## config.mk

```make
export PLATFORM = sky130hd
export DESIGN_NAME = spk_route_ctrl
export DESIGN_NICKNAME = d
export VERILOG_FILES = /design/src/hw/spk_route_ctrl.v /design/src/hw/spk_conv_decode.v
export VERILOG_INCLUDE_DIRS = /design/src /design/src/hw
export SDC_FILE = /design/constraint.sdc
export NUM_CORES = 1
export LEC_CHECK = 0
export ABC_AREA = 1
export BUFFER_PORTS_ARGS = -buffer_cell sky130_fd_sc_hd__buf_2
export CAP_MARGIN = 20
export CORE_MARGIN = 3
export CORE_UTILIZATION = 37
export DETAILED_ROUTE_END_ITERATION = 7
export HOLD_SLACK_MARGIN = 0.12
export SYNTH_ARGS = -nofsm -noshare
export SYNTH_HDL_FRONTEND = slang
export SYNTH_SLANG_ARGS = --single-unit
```

## constraint.sdc

```tcl
create_clock -name CLK -period 1.75 [get_ports CLK]
set_input_delay 0.175 -clock CLK [delete_from_list [all_inputs] [get_ports CLK]]
set_output_delay 0.175 -clock CLK [all_outputs]
set_load 0.01 [all_outputs]
```

## src/hw/spk_route_defs.vh

```
// Constants for the speaker output routing control block.
// Assumes inclusion by bare name from the design files only.
`ifndef SPK_ROUTE_DEFS_VH
`define SPK_ROUTE_DEFS_VH

// ----------------------------------------------------------------
// Register map (byte addresses on the word bus)
// ----------------------------------------------------------------
`define ROUTE_CTRL_OFFSET 8'h20
`define POWER_STAT_OFFSET 8'h24
`define ADDR_WIDTH 8
`define RESP_OKAY 2'h0
`define RESP_SLVERR 2'h2

// ----------------------------------------------------------------
// Routing control field positions
// ----------------------------------------------------------------
`define F_DIFF 15
`define F_CONV_A_HI 14
`define F_CONV_A_LO 13
`define F_SRC_A_HI 12
`define F_SRC_A_LO 9
`define F_CONV_B_HI 8
`define F_CONV_B_LO 7
`define F_SRC_B_HI 6
`define F_SRC_B_LO 3
`define F_MUTE_A 2
`define F_MUTE_B 1
`define F_SCP_DIS 0

// Reset image: both mutes set, everything else clear
`define ROUTE_CTRL_RESET 16'h0006
// Bit 0 is write-only and reads back as zero
`define ROUTE_READ_MASK 16'hfffe

// ----------------------------------------------------------------
// Converter routing codes
// ----------------------------------------------------------------
`define CONV_NONE 2'h0
`define CONV_LEFT 2'h1
`define CONV_RIGHT 2'h2
`define CONV_AVG 2'h3

`endif

```

## src/hw/spk_route_ctrl.v

```verilog
// Speaker output routing control register and its decoded controls.
// Assumes an Avalon-MM master on CLK and analog drivers that take
// the level outputs below as their routing, mute and power controls.
//
// Register access over Avalon-MM is this design's own decision.
`timescale 1ns/1ns
`default_nettype none
`include "spk_route_defs.vh"

// Behaviour
// - D15 selects single-ended or differential pairing
// - Differential powers pair down unless both up
// - Speaker A converter code: none/left/right/average
// - D12-D9 connect four sources to speaker A
// - Speaker B converter code, single-ended only
// - D6-D3 connect sources to B, single-ended only
// - D2 mutes speaker A, resets muted
// - D1 mutes speaker B, single-ended, resets muted
// - D0 write-only protection disable, resets enabled
module spk_route_ctrl (
  input wire CLK,
  input wire RESETN,
  input wire CE,
  input wire [7:0] ADDRESS,
  input wire READ,
  input wire WRITE,
  input wire [31:0] WRITEDATA,
  input wire [3:0] BYTEENABLE,
  output reg [31:0] READDATA,
  output wire WAITREQUEST,
  output reg [1:0] RESPONSE,
  input wire SPEAKER_A_POWER_REQ,
  input wire SPEAKER_B_POWER_REQ,
  input wire EARPIECE_NEG_POWER_REQ,
  output reg DIFFERENTIAL_OUTPUT_SELECT,
  output reg SPEAKER_A_DAC_LEFT,
  output reg SPEAKER_A_DAC_RIGHT,
  output reg SPEAKER_A_DAC_HALVE,
  output reg SIDETONE_TO_SPEAKER_A,
  output reg BUZZER_TO_SPEAKER_A,
  output reg KEYCLICK_TO_SPEAKER_A,
  output reg PHONE_INPUT_TO_SPEAKER_A,
  output reg SPEAKER_B_DAC_LEFT,
  output reg SPEAKER_B_DAC_RIGHT,
  output reg SPEAKER_B_DAC_HALVE,
  output reg SIDETONE_TO_SPEAKER_B,
  output reg BUZZER_TO_SPEAKER_B,
  output reg KEYCLICK_TO_SPEAKER_B,
  output reg PHONE_INPUT_TO_SPEAKER_B,
  output reg SPEAKER_A_MUTE,
  output reg SPEAKER_B_MUTE,
  output reg HEADPHONE_SHORT_PROTECT_DISABLE,
  output reg SPEAKER_A_POWER,
  output reg SPEAKER_B_POWER,
  output reg EARPIECE_NEG_POWER
);

  // ----------------------------------------------------------------
  // Local state
  // ----------------------------------------------------------------
  localparam ST_IDLE = 2'b01;
  localparam ST_DONE = 2'b10;

  reg [1:0] state;
  reg [1:0] next_state;
  reg [15:0] route_ctrl;
  reg [15:0] next_route_ctrl;
  reg [2:0] req_meta;
  reg [2:0] req_sync;
  wire req;
  wire hit_ctrl;
  wire hit_stat;
  wire a_left;
  wire a_right;
  wire a_halve;
  wire b_left;
  wire b_right;
  wire b_halve;
  wire diff;
  wire single;

  assign req = READ | WRITE;
  assign hit_ctrl = (ADDRESS == `ROUTE_CTRL_OFFSET);
  assign hit_stat = (ADDRESS == `POWER_STAT_OFFSET);
  assign diff = route_ctrl[`F_DIFF];
  assign single = ~diff;

  // Byte-lane merge of a write into a 16-bit register
  function [15:0] merge16;
    input [15:0] old;
    input [31:0] data;
    input [3:0] be;
    begin
      merge16 = old;
      if (be[0])
        merge16[7:0] = data[7:0];
      if (be[1])
        merge16[15:8] = data[15:8];
    end
  endfunction

  // ----------------------------------------------------------------
  // Bus slave: one wait cycle, answer on the second cycle
  // ----------------------------------------------------------------
  // Waitrequest is high on the first cycle of every request; it also
  // stays high while the clock enable freezes the completing cycle,
  // so no access can complete while the register cannot take it
  assign WAITREQUEST = req & ~(state[1] & CE);

  // Handshake state
  always @* begin
    next_state = state;
    case (state)
      ST_IDLE: begin
        if (req)
          next_state = ST_DONE;
      end
      ST_DONE: next_state = ST_IDLE;
      default: next_state = ST_IDLE;
    endcase
  end

  // Register update only on the completing edge
  always @* begin
    next_route_ctrl = route_ctrl;
    if (WRITE && state[1] && hit_ctrl)
      next_route_ctrl = merge16(route_ctrl, WRITEDATA, BYTEENABLE);
  end

  always @(posedge CLK) begin
    if (!RESETN) begin
      state <= ST_IDLE;
      route_ctrl <= `ROUTE_CTRL_RESET;
    end else if (CE) begin
      state <= next_state;
      route_ctrl <= next_route_ctrl;
    end
  end

  // Read data and response, registered while waitrequest is high
  always @(posedge CLK) begin
    if (!RESETN) begin
      READDATA <= 32'h00000000;
      RESPONSE <= `RESP_OKAY;
    end else if (CE) begin
      if (req && state[0]) begin
        READDATA <= 32'h00000000;
        RESPONSE <= `RESP_OKAY;
        if (hit_ctrl)
          READDATA[15:0] <= route_ctrl & `ROUTE_READ_MASK;
        else if (hit_stat)
          READDATA[2:0] <= {EARPIECE_NEG_POWER, SPEAKER_B_POWER,
                            SPEAKER_A_POWER};
        else
          RESPONSE <= `RESP_SLVERR; // Unmapped: slave error
      end
    end
  end

  // ----------------------------------------------------------------
  // Power requests cross from the analog control domain
  // ----------------------------------------------------------------
  // Two flops before any logic reads the requests
  always @(posedge CLK) begin
    if (!RESETN) begin
      req_meta <= 3'h0;
      req_sync <= 3'h0;
    end else if (CE) begin
      req_meta <= {EARPIECE_NEG_POWER_REQ, SPEAKER_B_POWER_REQ,
                   SPEAKER_A_POWER_REQ};
      req_sync <= req_meta;
    end
  end

  // ----------------------------------------------------------------
  // Decoded routing
  // ----------------------------------------------------------------
  spk_conv_decode u_dec_a (
    .CODE(route_ctrl[`F_CONV_A_HI:`F_CONV_A_LO]),
    .ALLOW(1'b1),
    .LEFT_EN(a_left),
    .RIGHT_EN(a_right),
    .HALVE(a_halve)
  );

  spk_conv_decode u_dec_b (
    .CODE(route_ctrl[`F_CONV_B_HI:`F_CONV_B_LO]),
    .ALLOW(single),
    .LEFT_EN(b_left),
    .RIGHT_EN(b_right),
    .HALVE(b_halve)
  );

  // Outputs registered so the drivers never see decode glitches
  always @(posedge CLK) begin
    if (!RESETN) begin
      DIFFERENTIAL_OUTPUT_SELECT <= 1'b0;
      SPEAKER_A_DAC_LEFT <= 1'b0;
      SPEAKER_A_DAC_RIGHT <= 1'b0;
      SPEAKER_A_DAC_HALVE <= 1'b0;
      SIDETONE_TO_SPEAKER_A <= 1'b0;
      BUZZER_TO_SPEAKER_A <= 1'b0;
      KEYCLICK_TO_SPEAKER_A <= 1'b0;
      PHONE_INPUT_TO_SPEAKER_A <= 1'b0;
      SPEAKER_B_DAC_LEFT <= 1'b0;
      SPEAKER_B_DAC_RIGHT <= 1'b0;
      SPEAKER_B_DAC_HALVE <= 1'b0;
      SIDETONE_TO_SPEAKER_B <= 1'b0;
      BUZZER_TO_SPEAKER_B <= 1'b0;
      KEYCLICK_TO_SPEAKER_B <= 1'b0;
      PHONE_INPUT_TO_SPEAKER_B <= 1'b0;
      SPEAKER_A_MUTE <= 1'b1;
      SPEAKER_B_MUTE <= 1'b1;
      HEADPHONE_SHORT_PROTECT_DISABLE <= 1'b0;
      SPEAKER_A_POWER <= 1'b0;
      SPEAKER_B_POWER <= 1'b0;
      EARPIECE_NEG_POWER <= 1'b0;
    end else if (CE) begin
      DIFFERENTIAL_OUTPUT_SELECT <= diff;
      SPEAKER_A_DAC_LEFT <= a_left;
      SPEAKER_A_DAC_RIGHT <= a_right;
      SPEAKER_A_DAC_HALVE <= a_halve;
      {SIDETONE_TO_SPEAKER_A, BUZZER_TO_SPEAKER_A, KEYCLICK_TO_SPEAKER_A,
       PHONE_INPUT_TO_SPEAKER_A} <=
        route_ctrl[`F_SRC_A_HI:`F_SRC_A_LO];
      SPEAKER_B_DAC_LEFT <= b_left;
      SPEAKER_B_DAC_RIGHT <= b_right;
      SPEAKER_B_DAC_HALVE <= b_halve;
      {SIDETONE_TO_SPEAKER_B, BUZZER_TO_SPEAKER_B, KEYCLICK_TO_SPEAKER_B,
       PHONE_INPUT_TO_SPEAKER_B} <=
        route_ctrl[`F_SRC_B_HI:`F_SRC_B_LO] & {4{single}};
      SPEAKER_A_MUTE <= route_ctrl[`F_MUTE_A];
      // Speaker B is unused in differential mode, so hold it muted
      SPEAKER_B_MUTE <= route_ctrl[`F_MUTE_B] | diff;
      HEADPHONE_SHORT_PROTECT_DISABLE <= route_ctrl[`F_SCP_DIS];
      if (diff) begin
        // Pair only runs when both halves are requested up
        SPEAKER_A_POWER <= req_sync[0] & req_sync[2];
        EARPIECE_NEG_POWER <= req_sync[0] & req_sync[2];
        SPEAKER_B_POWER <= req_sync[1];
      end else begin
        SPEAKER_A_POWER <= req_sync[0];
        EARPIECE_NEG_POWER <= req_sync[2];
        SPEAKER_B_POWER <= req_sync[1];
      end
    end
  end

endmodule
`default_nettype wire

```

## src/hw/spk_conv_decode.v

```verilog
// Decodes one two-bit converter routing code into channel enables.
// Assumes a purely combinational use from the routing control block.
`timescale 1ns/1ns
`default_nettype none
`include "spk_route_defs.vh"

module spk_conv_decode (
  input wire [1:0] CODE,
  input wire ALLOW,
  output reg LEFT_EN,
  output reg RIGHT_EN,
  output reg HALVE
);

  // Average feeds both channels at half weight
  always @* begin
    LEFT_EN = 1'b0;
    RIGHT_EN = 1'b0;
    HALVE = 1'b0;
    if (ALLOW) begin
      case (CODE)
        `CONV_LEFT: LEFT_EN = 1'b1;
        `CONV_RIGHT: RIGHT_EN = 1'b1;
        `CONV_AVG: begin
          LEFT_EN = 1'b1;
          RIGHT_EN = 1'b1;
          HALVE = 1'b1;
        end
        default: LEFT_EN = 1'b0;
      endcase
    end
  end

endmodule
`default_nettype wire

```

# [Word level (Yosys, flattened, before mapping)]
# Cells that the tools add are included.
[word_totals] output_inout_bits=56 input_bits=52 regBits=63 elab_cells=75
[classes] n_reduce_logical=11 muxes=18 n_eq_ne=10 bitwise_logic=8
[ops] operator="8-bit by 6-bit == test with 1-bit output, second input constant" n=2
[ops] operator="13-bit two-way mux" n=1
[ops] operator="1-bit two-way mux" n=11
[ops] operator="2-bit == test, second input constant" n=4
[ops] operator="2-bit two-way mux" n=4
[ops] operator="2-bit OR reduction" n=4
[ops] operator="2-bit by 1-bit == test with 1-bit output, second input constant" n=3
[ops] operator="3-bit two-way mux" n=2
[ops] operator="3-bit AND reduction" n=2
[ops] operator="4-bit bitwise AND" n=1
[ops] operator="2-bit AND reduction" n=2
[ops] operator="1-bit bitwise AND" n=3
[ops] operator="1-bit logical AND" n=3
[ops] operator="2-bit != test, second input constant" n=1
[ops] operator="1-bit NOT" n=2
[ops] operator="1-bit bitwise OR" n=2

# [Logic depth before layout (Yosys ltp)]
# Gate-level depths: netlist of the first run.
[depth] ltp_word=4 ltp_mapped=9 mapped_depth_nobuf=8

# [Hierarchy]
# From an unflattened synthesis of the first run, not the netlist that was laid out.
[hier_totals] hier_cells=338 hier_area_um2=2544.9
[modules_own_cells] module="spk_route_ctrl" area_per_inst_um2=2494.9 seq_area_each_um2=1241.2 cells_each=326 n_inst=1
[modules_own_cells] module="spk_conv_decode" area_per_inst_um2=25.0 seq_area_each_um2=0.0 cells_each=6 n_inst=2

# [Least setup slack after synthesis of the first run]
# No wires, ideal clock.
[synth_path] path_type="input port to flip-flop" from="input port ADDRESS[3]" to="register route_ctrl[0]" setup_ns=0.132 path_stages=6 path_buffers=0 required_ns=1.618 arrival_time_ns=0.898 path_slack_ns=0.719 path_cell_list="nor2_1 nand2_2 nor2_8 nand3_1 nand2_1 a21oi_1"
[synth_between] elab_chain_cells=3
[synth_lines] element="start, declared" line="spk_route_ctrl.v:24" source="input wire [7:0] ADDRESS,"
[synth_lines] element="8-bit by 6-bit == test with 1-bit output (no line)"
[synth_lines] element="1-bit logical AND" line="spk_route_ctrl.v:126" source="if (WRITE && state[1] && hit_ctrl)"
[synth_lines] element="3-bit AND reduction (no line)"
[synth_lines] element="end signal, assigned" line="spk_route_ctrl.v:133" source="route_ctrl <= `ROUTE_CTRL_RESET;"
[synth_lines] element="end signal, assigned" line="spk_route_ctrl.v:136" source="route_ctrl <= next_route_ctrl;"
[synth_lines] element="end, declared" line="spk_route_ctrl.v:66" source="reg [15:0] route_ctrl;"
# No other way between the ends.
# A chain may end at the register's enable or synchronous reset.

# [Final worst setup path of the first run]
[layout_path] from="register state[0]" to="register READDATA[1]"
[layout_between] elab_chain_cells=2
[layout_lines] element="start, declared" line="spk_route_ctrl.v:64" source="reg [1:0] state;"
[layout_lines] element="start signal, assigned" line="spk_route_ctrl.v:135" source="state <= next_state;"
[layout_lines] element="1-bit logical AND" line="spk_route_ctrl.v:146" source="if (req && state[0]) begin"
[layout_lines] element="2-bit AND reduction (no line)"
[layout_lines] element="end signal, assigned" line="spk_route_ctrl.v:150" source="READDATA[15:0] <= route_ctrl & `ROUTE_READ_MASK;"
[layout_lines] element="end signal, assigned" line="spk_route_ctrl.v:152" source="READDATA[2:0] <= {EARPIECE_NEG_POWER, SPEAKER_B_POWER,"
[layout_lines] element="end, declared" line="spk_route_ctrl.v:29" source="output reg [31:0] READDATA,"
# No other way between the ends.

==> results of run 1 <==
## per-layer routing
metal	wire length [um]	share of wire	global-route usage	vias up
met2	2770	0.44	0.257	75
met5	0	0	0	-
met3	450	0.072	0.0633	11
met4	117	0.019	0.0728	0
li1	-	-	-	1215
met1	2920	0.47	0.223	1067
## worst reg2reg max path, cell delays in order (launching register included)
cell	delay, ns
sky130_fd_sc_hd__dfxtp_1	0.33
sky130_fd_sc_hd__nand2_1	0.06
sky130_fd_sc_hd__nor2_2	0.30
sky130_fd_sc_hd__inv_2	0.25
sky130_fd_sc_hd__nand2_1	0.12
sky130_fd_sc_hd__nand3_1	0.08
sky130_fd_sc_hd__nand2_1	0.06
sky130_fd_sc_hd__inv_1	0.03
## cell usage in the layout (no fill, tap or decap)
master,instances
sky130_fd_sc_hd__a211oi_1,1
sky130_fd_sc_hd__a21oi_1,37
sky130_fd_sc_hd__a221oi_1,1
sky130_fd_sc_hd__buf_2,72
sky130_fd_sc_hd__buf_4,9
sky130_fd_sc_hd__clkbuf_1,2
sky130_fd_sc_hd__clkbuf_8,13
sky130_fd_sc_hd__clkinv_1,2
sky130_fd_sc_hd__conb_1,17
sky130_fd_sc_hd__dfxtp_1,62
sky130_fd_sc_hd__dlygate4sd3_1,17
sky130_fd_sc_hd__inv_1,17
sky130_fd_sc_hd__inv_2,1
sky130_fd_sc_hd__nand2_1,70
sky130_fd_sc_hd__nand2_2,2
sky130_fd_sc_hd__nand3_1,23
sky130_fd_sc_hd__nand3_4,1
sky130_fd_sc_hd__nand4_1,13
sky130_fd_sc_hd__nor2_1,40
sky130_fd_sc_hd__nor2_2,1
sky130_fd_sc_hd__nor2_8,1
sky130_fd_sc_hd__nor3_1,1
sky130_fd_sc_hd__o21ai_0,18
sky130_fd_sc_hd__o22ai_1,1
## logic make-up (layout without fill, tap and decap cells)
group / after synthesis / after routing / share of synthesized area
AOI/OAI and AO/OA: 58 / 58 / 0.118
buffers and inverters: 55 / 133 / 0.121
DFF: 62 / 62 / 0.493
other: 1 / 17 / 0.00149
and+or+nand+nor: 152 / 152 / 0.266
## flip-flops by register name, summed over array words and instances, names as in the netlist, 2 cells and up
name / count
READDATA: 16
route_ctrl: 16
req_meta: 3
req_sync: 3
state: 2
## worst max path at each step
| stage | end | slack, ns | start | depth (start not counted) |
|---|---|---|---|---|
| finish | READDATA[1] | 0.42 | state[0] | 7 |
| global route | RESPONSE[1] | 0.25 | state[0] | 6 |
| CTS | READDATA[1] | 0.40 | state[0] | 7 |
| detailed placement | READDATA[1] | 0.34 | CE | 8 |
| global placement | READDATA[2] | 0.36 | CE | 8 |
| floorplan | route_ctrl[0] | 0.72 | ADDRESS[3] | 6 |
## synthesized netlist by cell type (all sizes together)
cell type  instances  area, um^2
nor3               1        5.00
clkbuf             5        18.8
o21ai             18        90.1
nand4             13        81.3
o22ai              1        6.26
a21oi             37         185
a221oi             1        8.76
clkinv             2        7.51
inv               18        67.6
nand3             24         133
buf               30         210
nor2              42         176
nand2             72         275
a211oi             1        7.51
conb               1        3.75
dfxtp             62        1240
## cell type report
type,instances,area share
Clock buffer,15,0.0577
Timing Repair Buffer,98,0.185
Multi-Input combinational cell,227,0.320
Tap cell,77,0.0298
Inverter,20,0.0232
Sequential cell,62,0.384
## repair_timing
action	4_1_cts	5_1_grt
endpoints found under the setup margin	0	0
buffers inserted	0	0
endpoints found under the hold margin	17	0
hold buffers	17	0
## metrics by stage
| stage | power, uW | instances |
|---|---|---|
| 2_1_floorplan | 1660 | 344 |
| 3_3_place_gp | 1720 | 467 |
| 3_5_place_dp | 1720 | 467 |
| 4_1_cts | 2930 | 499 |
| 5_1_grt | 3040 | 499 |
| 6_report | 2910 | 499 |
## power by group
| part | internal [uW] | total [uW] | switching, uW |
|---|---|---|---|
| sequential | 1440 | 1460 | 17.0 |
| clock | 663 | 1180 | 520 |
| combinational | 104 | 265 | 161 |
| total | 2210 | 2910 | 697 |
==> run summary, run 1 <==
==============================================================================
Run status                                                        finished, final reports clean
Top achievable clock speed                                           0.753 GHz
Leakage power                                                       0.00153 uW
Quantity of gates resized following cts                                      0
Worst Setup Slack, final                                              0.422 ns
Critical Path Max Stage Delay                                          0.33 ns
Worst R2R Start                                                       state[0]
Slew Limit Headroom                                                      0.593
Setup TNS after final layout                                              0 ns
Via count of the first global-routing pass                               2,147
Cell with the largest stage delay on the worst path               sky130_fd_sc_hd__dfxtp_1
VDD IR-drop max                                                       0.412 mV
Total CTS buffers                                                            9
Post-route cell area                                                 3230 um^2
Gpl congestion                                                           0.784
Initial cell density of the core                                         0.390
Final min period                                                       1.33 ns
Synthesized area divided by synthesized cell count                   7.68 um^2
Reg-to-reg slack, setup                                                0.42 ns
Synthesized instance count                                                 328
Kind of critical path                                               reg -> reg
Root buffer cell                                                  sky130_fd_sc_hd__clkbuf_8
Total count of max-transition violations in the final report                 0
Max Buffers Root-to-Sink                                                     2
Deepest level of the CTS H-tree                                              3
Launch point of the worst hold path                                     RESETN
Total power divided by cell area                                   900 nW/um^2
Area occupied by registers                                           1240 um^2
Area growth from synthesis to layout                                     28.3%
Initial antenna violation count                                              0
Minimum setup slack after placement                                   0.336 ns
Post-route clock skew                                               0.00575 ns
Count of cells along the worst hold path                                     2
Kind of cell adding the most delay to the critical path           simple AND/OR/NAND/NOR gates
Floorplan die width                                                    88.5 um
TritonCTS clock tree                                                     built
Warning count from the yosys run                                             0
Area of the core region                                              6460 um^2
Util after Layout                                                        0.500
I/O pin count                                                              108
Most frequent cell on the critical path                           sky130_fd_sc_hd__nand2_1
Count of input and output buffers                                           72
Worst EP required                                                      1.99 ns
CP Buf/Inv Count                                                             2
Worst Hold End                                                        state[0]
Number of setup violations in the final report                               0
Die footprint                                                        7830 um^2
Total number of vias                                                     2,368
Cell Area, Placed                                                    2870 um^2
Number of nets in the finished design                                      470
Reported max-cap violation count                                             0
Hold Crit Class                                                      in -> reg
Final hold slack                                                      0.128 ns
CP max FO                                                                   19
Vias per inst                                                             4.75
Total wirelength of the detailed-routed design                         6.25 mm
R2r worst-path depth                                                         7
Worst-margin pin slew                                                 0.608 ns
Global-route wire length before repair                                 10.1 mm
DP Wirelength                                                          4.25 mm
Row count                                                                   29
Kind of start point of the critical path                             flip-flop
Layout cells sized above 1                                               0.237
Final Hold Fails                                                             0
Post-route fraction of the period consumed by the critical path          0.759
Sequential share of the synthesized area                                 0.493
Clock insertion delay at the later pin of the skew report              0.34 ns
First-pass iteration count of the detailed router                            4
Detail-routed net length per standard cell                             12.5 um
Maximum number of pins on one net before global-route repair                26
Clock-pin slew on the worst setup and hold paths                       0.07 ns
Die extent in y                                                        88.5 um
Area taken by multi-input logic gates                                1030 um^2
Critical path cell sequence                                       nand2_1 > nor2_2 > inv_2 > nand2_1 > nand3_1 > nand2_1 > inv_1
Drc violations                                                               0
Cell area after technology mapping                                   2520 um^2
Post-synthesis sequential element count                                     62
Residual antenna-violating net count after detailed routing                  0
Sinks on Clock Net                                                          62
Library cells used by synthesis                                             23
Overflow after GRT                                                           0
Setup repair after global routing missed its margin                         no
Data arrival, critical path                                            1.57 ns
Total track usage                                                        0.172
End of the worst register-to-register path                         READDATA[1]
DRC marker count from the first detailed-route iteration                   122
Antenna diode instance count                                                 0
Number of inserted filler cells in the final layout                        663
Nature of the critical path endpoint                                 flip-flop
==============================================================================
Power figures use the tool's default switching activity.
==> inputs of run 2 (changes only) <==
- PLACE_DENSITY: unset -> 0.67
- clock period: 1.75 -> 1.2 ns (I/O delays scaled with it)
==> run 2 against run 1 <==
Hold slack better by 0.023 ns. Cell count up 2.2%. Via count up 1.8%. Cell area up 3.4%. Flip-flop and latch count unchanged.
==> run summary, run 2 (synthesized netlist as in run 1, its figures left out) <==
==============================================================================
Total number of vias                                                     2,410   +1.8%
Reg-to-reg slack, setup                                                0.10 ns   -0.32 ns
Total count of max-transition violations in the final report                 0   unchanged
Number of setup violations in the final report                               0   unchanged
Commonest non-fill, non-tap cell in the layout                    sky130_fd_sc_hd__buf_2
VDD IR-drop max                                                       0.868 mV   +110%
Total wirelength of the detailed-routed design                         6.28 mm   +0.40%
Data arrival, critical path                                            1.00 ns   -0.57 ns
Final min period                                                       1.12 ns
Setup TNS after final layout                                              0 ns   unchanged
Leakage power                                                       0.00158 uW   +3.9%
CP Buf/Inv Count                                                             2   unchanged
Global-route track usage on met2                                         0.281   +0.0238
Initial cell density of the core                                         0.390   unchanged
Cell Area, Placed                                                    2930 um^2   +2.1%
Deepest level of the CTS H-tree                                              3   unchanged
Count of cells along the worst hold path                                     3   +1
Count of buffers added by post-CTS timing repair for setup                   0   unchanged
Commonest cells after routing, fill and taps aside                sky130_fd_sc_hd__buf_2 (72), sky130_fd_sc_hd__nand2_1 (70), sky130_fd_sc_hd__dfxtp_1 (61), sky130_fd_sc_hd__nor2_1 (40), sky130_fd_sc_hd__a21oi_1 (37)
Initial antenna violation count                                              0   unchanged
Max Buffers Root-to-Sink                                                     2   unchanged
Global-route wire length before repair                                 10.0 mm   -1.2%
R2r worst-path depth                                                         5   -2
Util after Layout                                                        0.517   +0.0172
Drc violations                                                               0   unchanged
Residual antenna-violating net count after detailed routing                  0   unchanged
Root buffer cell                                                  sky130_fd_sc_hd__clkbuf_8
Minimum setup slack after placement                                 -0.0549 ns   -0.391 ns
Layout cells sized above 1                                               0.261   +0.0240
Row count                                                                   29   unchanged
Kind of start point of the critical path                             flip-flop
Area growth from synthesis to layout                                     32.7%
Worst EP required                                                      1.08 ns   -0.91 ns
Total CTS buffers                                                            9   unchanged
Vias per inst                                                             4.73   -0.42%
Via count of the first global-routing pass                               2,259   +5.2%
Clock-pin slew on the worst setup and hold paths                       0.06 ns   about the same
Area of the core region                                              6460 um^2   unchanged
GRT Max-Usage Layer                                                       met2
Top achievable clock speed                                           0.890 GHz
Final hold slack                                                      0.152 ns   +0.0232 ns
CP max FO                                                                    4   -15
Number of nets in the finished design                                      480   +2.1%
Post-route clock skew                                               0.00738 ns   +0.00163 ns
Gpl congestion                                                           0.784   about the same
Total power divided by cell area                                  1310 nW/um^2   +46%
Worst Hold End                                                    SPEAKER_A_MUTE
Overflow after GRT                                                           0   unchanged
Maximum number of pins on one net before global-route repair                29   +12%
Critical Path Max Stage Delay                                          0.36 ns   +0.03 ns
Clock insertion delay at the later pin of the skew report              0.34 ns   about the same
Largest registers in the final layout                             READDATA x16, route_ctrl x16
Sinks on Clock Net                                                          62   unchanged
Total track usage                                                        0.168   -0.00342
Reported max-cap violation count                                             0   unchanged
Kind of critical path                                               reg -> out
Critical path cell sequence                                       nand2_1 > inv_1 > nor2_1 > buf_2
DP Wirelength                                                          4.46 mm   +5.0%
Final Hold Fails                                                             0   unchanged
Nature of the critical path endpoint                                output pin
Run status                                                        finished, final reports clean
DRC marker count from the first detailed-route iteration                    94   -23%
Kind of cell adding the most delay to the critical path             flip-flops
Worst R2R Start                                                       state[0]
Detail-routed net length per standard cell                             12.3 um   -1.8%
Post-route cell area                                                 3340 um^2   +3.4%
Die footprint                                                        7830 um^2   unchanged
Cell with the largest stage delay on the worst path               sky130_fd_sc_hd__dfxtp_2
Count of input and output buffers                                           72   unchanged
Hold Crit Class                                                      in -> reg
Floorplan die width                                                    88.5 um   unchanged
Antenna diode instance count                                                 0   unchanged
Grt met1 use                                                             0.192   -0.0303
Worst Setup Slack, final                                             0.0758 ns   -0.346 ns
Global-route met3 utilization                                           0.0633   unchanged
Setup repair after global routing missed its margin                         no
TritonCTS clock tree                                                     built
Die extent in y                                                        88.5 um   unchanged
Launch point of the worst hold path                                         CE
End of the worst register-to-register path                        READDATA[11]
First-pass iteration count of the detailed router                            4   unchanged
Post-route fraction of the period consumed by the critical path          0.937
I/O pin count                                                              108   unchanged
==============================================================================
run 2: worst max path at each step:
stage / to / from / cells after the start / slack, ns
5_1_grt: READDATA[15] / state[0] / 5 / 0.002
6_report: WAITREQUEST / state[1] / 4 / 0.08
4_1_cts: route_ctrl[9] / state[1] / 6 / 0.01
2_1_floorplan: READDATA[10] / state[0] / 6 / 0.18
3_5_place_dp: route_ctrl[1] / state[1] / 5 / -0.05
3_3_place_gp: route_ctrl[2] / state[1] / 5 / -0.03
run 2: per-stage QoR:
step | instances | total power, uW
2_1_floorplan | 344 | 2420
3_3_place_gp | 475 | 2520
3_5_place_dp | 475 | 2530
4_1_cts | 510 | 4420
5_1_grt | 510 | 4570
6_report | 510 | 4380
run 2: layer usage:
| layer | routed length [um] | part of all wire |
|---|---|---|
| met1 | 2700 | 0.43 |
| met3 | 441 | 0.070 |
| met5 | 0 | 0 |
| met2 | 3020 | 0.48 |
| met4 | 119 | 0.019 |
run 2: timing repair:
| action | 4_1_cts | 5_1_grt |
|---|---|---|
| hold buffers | 19 | 0 |
| resized for setup | 1 | 6 |
| setup endpoints to repair | 8 | 25 |
| endpoints found under the hold margin | 19 | 0 |
run 2: cell type report:
type                    count  area, um^2
well taps                  77        96.3
fillers                   632        3120
repair buffers            108         682
flip-flops and latches     62        1240
clock inverters             4        45.0
clock buffers              12         155
multi-input cells         227        1040
inverters                  20        77.6
run 2: worst register-to-register path, stage by stage (launching register included):
cell and delay, ns:
sky130_fd_sc_hd__dfxtp_1 0.33, sky130_fd_sc_hd__nand2_1 0.09, sky130_fd_sc_hd__nor2_4 0.17, sky130_fd_sc_hd__buf_6 0.19, sky130_fd_sc_hd__nand3_1 0.09, sky130_fd_sc_hd__a21oi_1 0.16
run 2: power breakdown:
| part | internal, uW | switching, uW |
|---|---|---|
| registers | 2100 | 26.4 |
| logic | 173 | 239 |
| clock network | 1060 | 775 |
==> inputs of run 3 (changes only) <==
- CAP_MARGIN: 20 -> unset
- SETUP_SLACK_MARGIN: unset -> 0.1
==> run 3 against run 2 <==
Sequential power barely moved. Flip-flop and latch count did not move. Critical path type unchanged. Combinational power rose by 6.1%. Highest routed layer unchanged.
==> run summary, run 3 (synthesized netlist as in run 1, its figures left out) <==
==============================================================================
Sinks on Clock Net                                                          62   unchanged
Root buffer cell                                                  sky130_fd_sc_hd__clkbuf_8
Clock insertion delay at the later pin of the skew report              0.34 ns   about the same
Number of nets in the finished design                                      484   +0.83%
Detail-routed net length per standard cell                             12.5 um   +1.3%
DP Wirelength                                                          4.46 mm   unchanged
Total wirelength of the detailed-routed design                         6.41 mm   +2.1%
VDD IR-drop max                                                       0.871 mV   +0.30%
Area growth from synthesis to layout                                     35.5%
Leakage power                                                       0.00160 uW   +1.1%
Area of the core region                                              6460 um^2   unchanged
Post-route cell area                                                 3410 um^2   +2.1%
First-pass iteration count of the detailed router                            5   +1
Reported max-cap violation count                                             0   unchanged
Deepest level of the CTS H-tree                                              3   unchanged
Total CTS buffers                                                            9   unchanged
Hold Crit Class                                                      in -> reg
R2r worst-path depth                                                         5   unchanged
Total count of max-transition violations in the final report                 0   unchanged
Antenna diode instance count                                                 0   unchanged
Final Hold Fails                                                             0   unchanged
Die extent in y                                                        88.5 um   unchanged
Die footprint                                                        7830 um^2   unchanged
Commonest cells after routing, fill and taps aside                sky130_fd_sc_hd__buf_2 (72), sky130_fd_sc_hd__nand2_1 (68), sky130_fd_sc_hd__dfxtp_1 (60), sky130_fd_sc_hd__nor2_1 (39), sky130_fd_sc_hd__a21oi_1 (37)
Layout cells sized above 1                                               0.279   +0.0182
Max Buffers Root-to-Sink                                                     2   unchanged
Vias per inst                                                             4.79   +1.4%
Setup TNS after final layout                                              0 ns   unchanged
Initial cell density of the core                                         0.390   unchanged
Overflow after GRT                                                           0   unchanged
Setup repair after global routing missed its margin                        yes
Residual antenna-violating net count after detailed routing                  0   unchanged
Levels on crit path                                                          4   unchanged
Global-route wire length before repair                                 10.1 mm   +0.35%
Kind of critical path                                               reg -> out
Run status                                                        finished, final reports clean
Count of input and output buffers                                           72   unchanged
Total number of vias                                                     2,462   +2.2%
Count of cells along the worst hold path                                     3   unchanged
CP max FO                                                                    3   -1
Worst EP required                                                      1.08 ns   about the same
Nature of the critical path endpoint                                output pin
Util after Layout                                                        0.528   +0.0108
CP Buf/Inv Count                                                             2   unchanged
Via count of the first global-routing pass                               2,274   +0.66%
Floorplan die width                                                    88.5 um   unchanged
Row count                                                                   29   unchanged
Post-route clock skew                                               0.00853 ns   +0.00115 ns
I/O pin count                                                              108   unchanged
DRC marker count from the first detailed-route iteration                   108   +15%
Final hold slack                                                      0.156 ns   +0.00408 ns
Post-route fraction of the period consumed by the critical path          0.905   -0.0318
Number of inserted filler cells in the final layout                        631   -0.16%
Cell with the largest stage delay on the worst path               sky130_fd_sc_hd__dfxtp_2
Kind of cell adding the most delay to the critical path             flip-flops
Kind of start point of the critical path                             flip-flop
Largest registers in the final layout                             READDATA x16, route_ctrl x16
Data arrival, critical path                                            0.97 ns   -0.03 ns
Critical Path Max Stage Delay                                          0.35 ns   about the same
Critical path cell sequence                                       nand2_2 > inv_2 > nor2_1 > buf_2
Drc violations                                                               0   unchanged
Top achievable clock speed                                           0.921 GHz   +3.5%
Clock-pin slew on the worst setup and hold paths                       0.06 ns   about the same
Gpl congestion                                                           0.784   unchanged
Total track usage                                                        0.168   +0.000387
Commonest non-fill, non-tap cell in the layout                    sky130_fd_sc_hd__buf_2
Initial antenna violation count                                              0   unchanged
Cell Area, Placed                                                    2930 um^2   unchanged
TritonCTS clock tree                                                     built
Total power divided by cell area                                  1290 nW/um^2   -1.5%
Maximum number of pins on one net before global-route repair                29   unchanged
Final min period                                                       1.09 ns   -0.0381 ns
Number of setup violations in the final report                               0   unchanged
==============================================================================
run 3: cell types whose count changed in the layout (fill, tap and decap cells not counted), sizes merged:
cell | before | now
nand3 | 24 | 25
buf | 89 | 92
run 3: timing repair:
| action | in CTS | in global routing |
|---|---|---|
| endpoints found under the hold margin | 19 | 0 |
| setup endpoints to repair | 23 | 34 |
| hold buffers | 19 | 0 |
| gates resized for setup | 5 | 13 |
| buffers inserted | 1 | 2 |
| pin swaps | 1 | 4 |
| cloned | 0 | 1 |
run 3: final cells by class:
class / count / area [um^2] / share of cell area
tap: 77 / 96.3 / 0.0282
clock inverter: 4 / 45.0 / 0.0132
sequential: 62 / 1240 / 0.365
clock buffer: 12 / 155 / 0.0455
multi-input combinational: 228 / 1070 / 0.315
inverter: 20 / 80.1 / 0.0235
timing repair buffer: 111 / 716 / 0.210
run 3: routing by layer:
layer | track usage | vias to the layer above | wire length (um)
met5 | 0 | - | 0
met4 | 0.0728 | 0 | 110
met3 | 0.0633 | 13 | 490
met2 | 0.282 | 95 | 3090
met1 | 0.192 | 1106 | 2720
li1 | - | 1248 | -
run 3: per-stage QoR:
stage | power (uW) | instances | worst slack [ns]
after global placement | 2520 | 475 | -0.0278
after global routing | 4600 | 514 | 0.0533
after detailed placement | 2530 | 475 | -0.0549
after floorplan | 2420 | 344 | 0.182
final | 4400 | 514 | 0.114
after CTS | 4430 | 511 | 0.0749
run 3: final timing paths:
check,end,slack (ns),start
setup / recovery,WAITREQUEST,0.11,state[1]
hold / removal,SPEAKER_A_MUTE,0.16,CE
setup reg to reg,READDATA[11],0.15,state[0]
hold reg to reg,PHONE_INPUT_TO_SPEAKER_B,0.46,PHONE_INPUT_TO_SPEAKER_B
run 3: where the power goes:
| part | internal, uW | switching (uW) | total (uW) | leakage, uW |
|---|---|---|---|---|
| registers | 2100 | 26.7 | 2130 | 0.000504 |
| clock network | 1060 | 773 | 1830 | 0.000106 |
| logic | 187 | 250 | 437 | 0.000993 |
run 3: worst reg2reg max path, stage by stage (launching register included):
cell and delay [ns]:
sky130_fd_sc_hd__dfxtp_2 0.33, sky130_fd_sc_hd__nand2_2 0.06, sky130_fd_sc_hd__nor2_4 0.16, sky130_fd_sc_hd__buf_8 0.18
sky130_fd_sc_hd__nand3_1 0.09, sky130_fd_sc_hd__a21oi_1 0.15
